[config.mk]
export PLATFORM = sky130hd
export DESIGN_NAME = ecc4_result_regs
export DESIGN_NICKNAME = d
export VERILOG_FILES = /design/src/verilog/ecc4_pkg.sv /design/src/verilog/ecc4_capture.sv /design/src/verilog/ecc4_result_regs.sv
export SDC_FILE = /design/constraint.sdc
export NUM_CORES = 1
export LEC_CHECK = 0
export BUFFER_PORTS_ARGS = -buffer_cell sky130_fd_sc_hd__buf_4
export CAP_MARGIN = 10
export CELL_PAD_IN_SITES_DETAIL_PLACEMENT = 1
export CELL_PAD_IN_SITES_GLOBAL_PLACEMENT = 2
export CORE_UTILIZATION = 32
export CTS_CLUSTER_DIAMETER = 200
export CTS_CLUSTER_SIZE = 40
export DETAILED_ROUTE_END_ITERATION = 7
export MAX_ROUTING_LAYER = met4
export PLACE_DENSITY = 0.85
export REMOVE_ABC_BUFFERS = 1
export SYNTH_ARGS = -nofsm -noshare
export SYNTH_HDL_FRONTEND = slang
export SYNTH_SLANG_ARGS = --single-unit
[constraint.sdc]
create_clock -name pclk -period 2.7 [get_ports pclk]
set_clock_uncertainty 0.1 [all_clocks]
set_input_delay 0.27 -clock pclk [delete_from_list [all_inputs] [get_ports pclk]]
set_output_delay 0.27 -clock pclk [all_outputs]
set_load 0.05 [all_outputs]
[src/verilog/ecc4_pkg.sv]
// Constants for the fourth-sector correction result registers and capture
// ============================================================
// Package
package ecc4_pkg;
    // Register indices; byte address is four times the index
    localparam logic [17:0] IDX_MAIN_RESULT = 18'h0FF07;
    localparam logic [17:0] IDX_SPARE_RESULT = 18'h0FF08;
    localparam logic [17:0] IDX_IRQ_STATUS = 18'h0FF10;
    localparam logic [17:0] IDX_IRQ_MASK = 18'h0FF11;
    localparam logic [17:0] IDX_FIX_COUNT = 18'h0FF12;
    localparam logic [17:0] IDX_FAIL_COUNT = 18'h0FF13;
    localparam int IDX_W = 18;
    localparam int LANE_W = 2;
    localparam int DATA_W = 32;
    localparam int REG_W = 16;
    localparam logic [15:0] RESULT_RESET = 16'h0000;
    // Field layout of both result words
    localparam int LINE_LSB = 0;
    localparam int LINE_W = 4;
    localparam int WORD_LSB = 4;
    localparam int WORD_W = 8;
    localparam int CODE_LSB = 4;
    localparam int CODE_W = 2;
    // Error status encoding from the check engine
    localparam logic [1:0] ERR_NONE = 2'h0;
    localparam logic [1:0] ERR_ONE = 2'h1;
    localparam logic [1:0] ERR_TWO = 2'h2;
    // Spare word codes
    localparam logic [1:0] CODE_WORD2 = 2'h0;
    localparam logic [1:0] CODE_WORD3 = 2'h1;
    // Only the low byte of the third spare word is protected
    localparam logic [3:0] WORD3_LINE_LIMIT = 4'h8;
    // Interrupt event bits
    localparam int EV_MAIN_FIX = 0;
    localparam int EV_MAIN_FAIL = 1;
    localparam int EV_SPARE_FIX = 2;
    localparam int EV_SPARE_FAIL = 3;
    localparam int EV_SPARE_RANGE = 4;
    localparam int EV_W = 5;
    localparam logic [15:0] COUNT_MAX = 16'hFFFF;
    localparam logic [15:0] COUNT_ONE = 16'h0001;
endpackage : ecc4_pkg

[src/verilog/ecc4_capture.sv]
// Capture of check results into the fourth-sector result fields
module ecc4_capture
    import ecc4_pkg::*;
(
    // Clock and reset
    input wire logic pclk,
    input wire logic presetn,
    // Check result from the correction engine
    input wire logic chk_valid,
    input wire logic chk_boot,
    input wire logic chk_spare,
    input wire logic [1:0] chk_status,
    input wire logic [WORD_W-1:0] chk_word,
    input wire logic [LINE_W-1:0] chk_line,
    input wire logic [CODE_W-1:0] chk_code,
    // Result fields and events
    output logic [WORD_W-1:0] main_err_word_index_s4,
    output logic [LINE_W-1:0] main_err_line_index_s4,
    output logic [CODE_W-1:0] spare_err_word_code_s4,
    output logic [LINE_W-1:0] spare_err_line_index_s4,
    output logic [EV_W-1:0] events
);
    // ============================================================
    // State
    typedef struct packed {
        logic [WORD_W-1:0] mword;
        logic [LINE_W-1:0] mline;
        logic [CODE_W-1:0] scode;
        logic [LINE_W-1:0] sline;
        logic [EV_W-1:0] ev;
    } ecc4_cap_t;

    ecc4_cap_t st;
    ecc4_cap_t next_st;
    logic in_region;

    // ============================================================
    // Update logic
    always_comb
    begin
        next_st = st;
        next_st.ev = '0;
        // Low byte of the third word only; upper lines are unprotected
        in_region = (chk_code == CODE_WORD2) ||
            ((chk_code == CODE_WORD3) && (chk_line < WORD3_LINE_LIMIT));
        // Boot loading and normal loads update alike
        if (chk_valid && (chk_boot || !chk_boot))
        begin
            if (!chk_spare)
            begin
                if (chk_status == ERR_ONE)
                begin
                    next_st.mword = chk_word;
                    next_st.mline = chk_line;
                    next_st.ev[EV_MAIN_FIX] = 1'b1;
                end
                else if (chk_status == ERR_TWO)
                begin
                    next_st.ev[EV_MAIN_FAIL] = 1'b1;
                end
            end
            else
            begin
                if (chk_status == ERR_ONE && in_region)
                begin
                    next_st.scode = chk_code;
                    next_st.sline = chk_line;
                    next_st.ev[EV_SPARE_FIX] = 1'b1;
                end
                else if (chk_status == ERR_ONE)
                begin
                    next_st.ev[EV_SPARE_RANGE] = 1'b1;
                end
                else if (chk_status == ERR_TWO)
                begin
                    next_st.ev[EV_SPARE_FAIL] = 1'b1;
                end
            end
        end
    end

    always_ff @(posedge pclk or negedge presetn)
    begin
        if (!presetn)
        begin
            st <= '0;
        end
        else
        begin
            st <= next_st;
        end
    end

    assign main_err_word_index_s4 = st.mword;
    assign main_err_line_index_s4 = st.mline;
    assign spare_err_word_code_s4 = st.scode;
    assign spare_err_line_index_s4 = st.sline;
    assign events = st.ev;
endmodule : ecc4_capture

[src/verilog/ecc4_result_regs.sv]
// APB register block for the fourth-sector correction results
// ============================================================
// Behaviour
// - Main word index in bits 11 to 4
// - Data line index in bits 3 to 0
// - Boot load also updates main fields
// - Boot load also updates spare fields
// - Spare log covers word two, third low byte
// - Spare code bits 5:4, 00 word2, 01 word3
// - Both result registers read-only, reset zero
// - Only corrected single-bit errors set positions
module ecc4_result_regs
    import ecc4_pkg::*;
#(
    parameter int ADDR_W = 20
)
(
    // Clock and reset
    input wire logic pclk,
    input wire logic presetn,
    // APB slave
    input wire logic psel,
    input wire logic penable,
    input wire logic pwrite,
    input wire logic [ADDR_W-1:0] paddr,
    input wire logic [DATA_W-1:0] pwdata,
    output logic [DATA_W-1:0] prdata,
    output logic pready,
    output logic pslverr,
    // Check result from the correction engine
    input wire logic chk_valid,
    input wire logic chk_boot,
    input wire logic chk_spare,
    input wire logic [1:0] chk_status,
    input wire logic [WORD_W-1:0] chk_word,
    input wire logic [LINE_W-1:0] chk_line,
    input wire logic [CODE_W-1:0] chk_code,
    // Interrupt
    output logic irq
);
    // ============================================================
    // State
    typedef struct packed {
        logic pready;
        logic pslverr;
        logic [DATA_W-1:0] prdata;
        logic [EV_W-1:0] irq_status;
        logic [EV_W-1:0] irq_mask;
        logic irq;
        logic [REG_W-1:0] fix_count;
        logic [REG_W-1:0] fail_count;
    } ecc4_regs_t;

    ecc4_regs_t st;
    ecc4_regs_t next_st;

    logic [WORD_W-1:0] main_word;
    logic [LINE_W-1:0] main_line;
    logic [CODE_W-1:0] spare_code;
    logic [LINE_W-1:0] spare_line;
    logic [EV_W-1:0] events;

    logic access;
    logic wr_done;
    logic hit_main;
    logic hit_spare;
    logic hit_stat;
    logic hit_mask;
    logic hit_fix;
    logic hit_fail;
    logic hit_any;
    logic [EV_W-1:0] stat_clear;
    logic [EV_W-1:0] stat_after;
    logic [DATA_W-1:0] rd_word;
    logic fix_ev;
    logic fail_ev;

    // ============================================================
    // Functions
    function automatic logic addr_is(
        input logic [ADDR_W-1:0] addr,
        input logic [IDX_W-1:0] idx
    );
        logic [ADDR_W-1:0] byte_addr;
        byte_addr = ADDR_W'({idx, {LANE_W{1'b0}}});
        return addr == byte_addr;
    endfunction : addr_is

    function automatic logic [DATA_W-1:0] widen(
        input logic [REG_W-1:0] value
    );
        return {{(DATA_W-REG_W){1'b0}}, value};
    endfunction : widen

    function automatic logic [REG_W-1:0] count_up(
        input logic [REG_W-1:0] value,
        input logic hit
    );
        // Saturate so software never sees a wrapped small count
        if (hit && value != COUNT_MAX)
        begin
            return value + COUNT_ONE;
        end
        return value;
    endfunction : count_up

    function automatic logic [REG_W-1:0] pack_main(
        input logic [WORD_W-1:0] word,
        input logic [LINE_W-1:0] line
    );
        logic [REG_W-1:0] r;
        r = RESULT_RESET;
        r[WORD_LSB +: WORD_W] = word;
        r[LINE_LSB +: LINE_W] = line;
        return r;
    endfunction : pack_main

    function automatic logic [REG_W-1:0] pack_spare(
        input logic [CODE_W-1:0] code,
        input logic [LINE_W-1:0] line
    );
        logic [REG_W-1:0] r;
        r = RESULT_RESET;
        r[CODE_LSB +: CODE_W] = code;
        r[LINE_LSB +: LINE_W] = line;
        return r;
    endfunction : pack_spare

    // ============================================================
    // Result capture
    ecc4_capture u_capture (
        .pclk(pclk),
        .presetn(presetn),
        .chk_valid(chk_valid),
        .chk_boot(chk_boot),
        .chk_spare(chk_spare),
        .chk_status(chk_status),
        .chk_word(chk_word),
        .chk_line(chk_line),
        .chk_code(chk_code),
        .main_err_word_index_s4(main_word),
        .main_err_line_index_s4(main_line),
        .spare_err_word_code_s4(spare_code),
        .spare_err_line_index_s4(spare_line),
        .events(events)
    );

    // ============================================================
    // Address decode
    always_comb
    begin
        hit_main = addr_is(paddr, IDX_MAIN_RESULT);
        hit_spare = addr_is(paddr, IDX_SPARE_RESULT);
        hit_stat = addr_is(paddr, IDX_IRQ_STATUS);
        hit_mask = addr_is(paddr, IDX_IRQ_MASK);
        hit_fix = addr_is(paddr, IDX_FIX_COUNT);
        hit_fail = addr_is(paddr, IDX_FAIL_COUNT);
        hit_any = hit_main | hit_spare | hit_stat | hit_mask |
            hit_fix | hit_fail;
    end

    // ============================================================
    // Read mux
    always_comb
    begin
        rd_word = '0;
        if (hit_main)
        begin
            rd_word = widen(pack_main(main_word, main_line));
        end
        else if (hit_spare)
        begin
            rd_word = widen(pack_spare(spare_code, spare_line));
        end
        else if (hit_stat)
        begin
            rd_word = {{(DATA_W-EV_W){1'b0}}, st.irq_status};
        end
        else if (hit_mask)
        begin
            rd_word = {{(DATA_W-EV_W){1'b0}}, st.irq_mask};
        end
        else if (hit_fix)
        begin
            rd_word = widen(st.fix_count);
        end
        else if (hit_fail)
        begin
            rd_word = widen(st.fail_count);
        end
    end

    // ============================================================
    // Next state
    always_comb
    begin
        next_st = st;
        // One wait state: ready rises in the second access cycle
        access = psel && penable;
        wr_done = access && st.pready && pwrite;
        next_st.pready = access && !st.pready;
        next_st.pslverr = 1'b0;
        if (access && !st.pready)
        begin
            next_st.prdata = pwrite ? '0 : rd_word;
            next_st.pslverr = !hit_any;
        end
        else
        begin
            // Read data stands only while pready does
            next_st.prdata = '0;
        end

        // Writes to the result registers fall through untouched
        stat_clear = '0;
        if (wr_done && hit_stat)
        begin
            stat_clear = pwdata[EV_W-1:0];
        end
        if (wr_done && hit_mask)
        begin
            next_st.irq_mask = pwdata[EV_W-1:0];
        end

        // A new event in the clearing cycle keeps its bit
        stat_after = (st.irq_status & ~stat_clear) | events;
        next_st.irq_status = stat_after;
        next_st.irq = |(stat_after & st.irq_mask);
        if (wr_done && hit_mask)
        begin
            next_st.irq = |(stat_after & pwdata[EV_W-1:0]);
        end

        // Each count clears on a write to its own register, but an event in that cycle counts
        fix_ev = events[EV_MAIN_FIX] | events[EV_SPARE_FIX];
        fail_ev = events[EV_MAIN_FAIL] | events[EV_SPARE_FAIL];
        if (wr_done && hit_fix)
        begin
            next_st.fix_count = fix_ev ? COUNT_ONE : '0;
        end
        else
        begin
            next_st.fix_count = count_up(st.fix_count, fix_ev);
        end
        if (wr_done && hit_fail)
        begin
            next_st.fail_count = fail_ev ? COUNT_ONE : '0;
        end
        else
        begin
            next_st.fail_count = count_up(st.fail_count, fail_ev);
        end
    end

    // ============================================================
    // Registers
    always_ff @(posedge pclk or negedge presetn)
    begin
        if (!presetn)
        begin
            st <= '0;
        end
        else
        begin
            st <= next_st;
        end
    end

    assign prdata = st.prdata;
    assign pready = st.pready;
    assign pslverr = st.pslverr;
    assign irq = st.irq;
endmodule : ecc4_result_regs
==> summary.md <==
| Metric | Value |
|---|---|
| Hold Slack | `0.003909 ns` |
| Final setup viols | `0` |
| Design area | `5290 um^2` |
| # hold bufs at CTS | `1` |
| Area grow syn2layout | `20.80%` |
| Cell count after synthesis | `449` |
| Final Hold Fails | `0` |
| NumNets Final | `588` |
| Vias | `3446` |
| Fin cells | `691` |
| Crit path kind | `register to register` |
| Worst setup SP type | `register` |
| Fillers | `1531` |
| First-pass GRT wire length | `18.77 mm` |
| PD cells | `563.4 nW/um^2` |
| Hold Path Class | `input pin to asynchronous set/reset pin` |
| Library cells used by synthesis | `49` |
| Mapped cell area | `4379 um^2` |
| Wirelength per Cell | `16.44 um` |
| Element type at the critical path end | `register` |
| Die W | `119.0 um` |
| Status | `finished, final reports clean` |
| Reg2reg setup slack | `0.37 ns` |
| Count of state elements after synthesis | `84` |
| YS warnings | `0` |
| Die area | `14160 um^2` |
| Core Rows | `42` |
| Area after DPL | `4954 um^2` |
| Slew HR | `26.37%` |
| DRT Pass-1 Iters | `4` |
| Crit path arrival time | `2.46 ns` |
| FMAX | `429.0 MHz` |
| # IOs | `111` |
| Drt total wl | `11.36 mm` |
| Place WS | `0.2182 ns` |
| Drt via density | `4.987` |
| Max_cap viols | `0` |
| Worst flop-to-flop path endpoint | `irq` |
| Total core area | `13300 um^2` |
| Most common cell after layout, fill and taps aside | `dfrtp_1` |
| FF-to-FF path depth | `6` |
| Clock Path Buffers | `2` |
| PortBufs | `66` |
| Number of max-slew violations in the final report | `0` |
| CTS tree | `yes` |
| Slew of the pin with the lowest slew margin | `1.104 ns` |
| Initial antenna violation count | `0` |
| H-tree levels | `3` |
| Leakage power | `2.368 nW` |
| Maximum fanout along the worst path | `7` |
| Global Route Usage Sum | `17.44%` |
| Most frequent cells in the layout | `dfrtp_1 (84), buf_4 (79), nor2_1 (67), nand2_1 (46), a21oi_1 (25)` |
| Num CTS Buffers | `9` |
| Share of cells above drive strength 1 | `23.69%` |
| Iter 0 DRT Violations | `176` |
| Mapped Avg Cell Area | `9.753 um^2` |
| Resized cells post-CTS | `0` |
| Antenna-violating nets left | `0` |
| Starting Density | `32.94%` |
| Vias in the first global route | `3692` |
| Post-CTS setup buffers | `0` |
| GPL Wtd Cong | `0.8074` |
| Minimum clock period | `2.331 ns` |
| Seq/Total Area, Yosys | `48.00%` |
| Detailed Place HPWL | `8.295 mm` |
| CTS root buf | `clkbuf_16` |
| Number of instances in the placed design | `674` |
| Height of the die | `119.0 um` |
| Drt drc | `0` |
| Total congestion overflow | `0` |
| Ant. Diodes | `0` |
| Clock transition at path regs | `0.06 ns` |
| Worst endpoint required time | `2.83 ns` |
| Setup TNS | `0 ns` |
| R2r startpoint | `pready` |
| Clock tree sinks | `84` |
| Worst vdd ir | `0.3103 mV` |
| Fin worst setup slack | `0.3690 ns` |
| Largest net degree at the start of global routing | `85` |
| RSZ-0062 raised after global routing | `no` |
| Final Cycle Share | `86.33%` |
| Clk_lat worst skew | `0.34 ns` |
## state kept, by name (all words and copies together) (netlist names)
| name | flops |
|---|---|
| irq | 1 |
| prdata | 16 |
| pready | 1 |
| pslverr | 1 |
| st | 42 |
| u_capture.events | 5 |
| u_capture.main_err_line_index_s4 | 4 |
| u_capture.main_err_word_index_s4 | 8 |
| u_capture.spare_err_line_index_s4 | 4 |
| u_capture.spare_err_word_code_s4 | 2 |
## how the worst max path moves through the flow
stage	start	end	slack, ns	cells after the start
after floorplan	paddr[7]	prdata[0]	0.36	6
after global routing	pready	irq	0.31	6
after CTS	pready	irq	0.42	6
after global placement	paddr[9]	irq	0.23	8
final	pready	irq	0.37	6
after detailed placement	paddr[9]	irq	0.22	8
## cell usage after synthesis (all sizes together)
cell type / count / area [um^2]
mux2i: 17 / 170.2
o22ai: 1 / 6.260
nand3: 16 / 85.08
a31o: 1 / 8.760
a2bb2o: 1 / 20.02
nor4: 5 / 52.55
and2: 4 / 25.02
nand4b: 2 / 17.52
a221oi: 1 / 8.760
xnor2: 15 / 131.4
o21ai: 14 / 70.07
nor3: 15 / 102.6
and3: 3 / 18.77
nor3b: 1 / 7.510
a22oi: 5 / 37.54
or2: 1 / 6.260
nand4: 10 / 62.56
conb: 1 / 3.750
or4b: 1 / 13.76
a2111o: 1 / 11.26
mux2: 17 / 191.4
o211ai: 2 / 15.01
nor2b: 1 / 6.260
nor4bb: 1 / 10.01
or3: 5 / 31.28
nor2: 67 / 251.5
nand2: 46 / 172.7
xor2: 13 / 113.9
nand2b: 1 / 6.260
and4: 5 / 43.79
nand4bb: 1 / 11.26
dfrtp: 84 / 2102
buf: 38 / 274.0
inv: 7 / 26.28
ha: 2 / 25.02
a31oi: 6 / 37.54
a21oi: 25 / 125.1
clkbuf: 7 / 26.28
a21o: 3 / 22.52
and4b: 1 / 10.01
a41oi: 2 / 17.52
## kinds of logic (layout without fill, tap and decap cells)
| group | Yosys count | in the layout | share of synthesized area, % |
|---|---|---|---|
| simple gates | 186 | 186 | 21.34 |
| flops | 84 | 84 | 48.00 |
| compound gates | 62 | 62 | 8.686 |
| buf+inv | 52 | 103 | 7.457 |
| mux | 34 | 34 | 8.257 |
| xor+xnor | 28 | 28 | 5.600 |
| fa+ha+maj | 2 | 2 | 0.5713 |
| other cells | 1 | 16 | 0.08563 |
## cell type report
class                           count  area (um^2)  share of cell area, %
Clock inverter                      5        83.83                  1.585
Timing Repair Buffer               80        603.1                  11.40
Clock buffer                       11        242.7                  4.588
Inverter                            7        26.28                 0.4967
Sequential cell                    84         2102                  39.74
Multi-Input combinational cell    328         2012                  38.03
Tap cell                          176        220.2                  4.163
## critical path: stages (launching register included)
cell	delay [ns]
dfrtp_1	0.40
and4_1	0.30
and2_0	0.37
and2_1	0.33
o21ai_0	0.14
nor4_1	0.34
a2bb2o_4	0.24
## metal layers
layer / wire [um] / up-vias / GRT usage [%]
met5: 0 / - / -
met4: 74 / 0 / 3.085
met3: 356 / 8 / 4.071
met2: 5773 / 59 / 29.07
met1: 5152 / 1745 / 21.71
li1: - / 1634 / -
## through the flow
| stage | total power, W | utilization [%] |
|---|---|---|
| global route | 0.003091 | 39.79 |
| detailed placement | 0.001653 | 37.26 |
| finish | 0.002981 | 39.79 |
| floorplan | 0.001517 | - |
| CTS | 0.003014 | 39.79 |
| global placement | 0.001640 | 37.26 |
## power breakdown
group | leakage [nW] | switching [W] | internal, W
registers | 0.951 | 0.0000396 | 0.00132
logic | 1.26 | 0.000157 | 0.000107
clock network | 0.152 | 0.000513 | 0.000839
(Power assumes the default switching activity.)
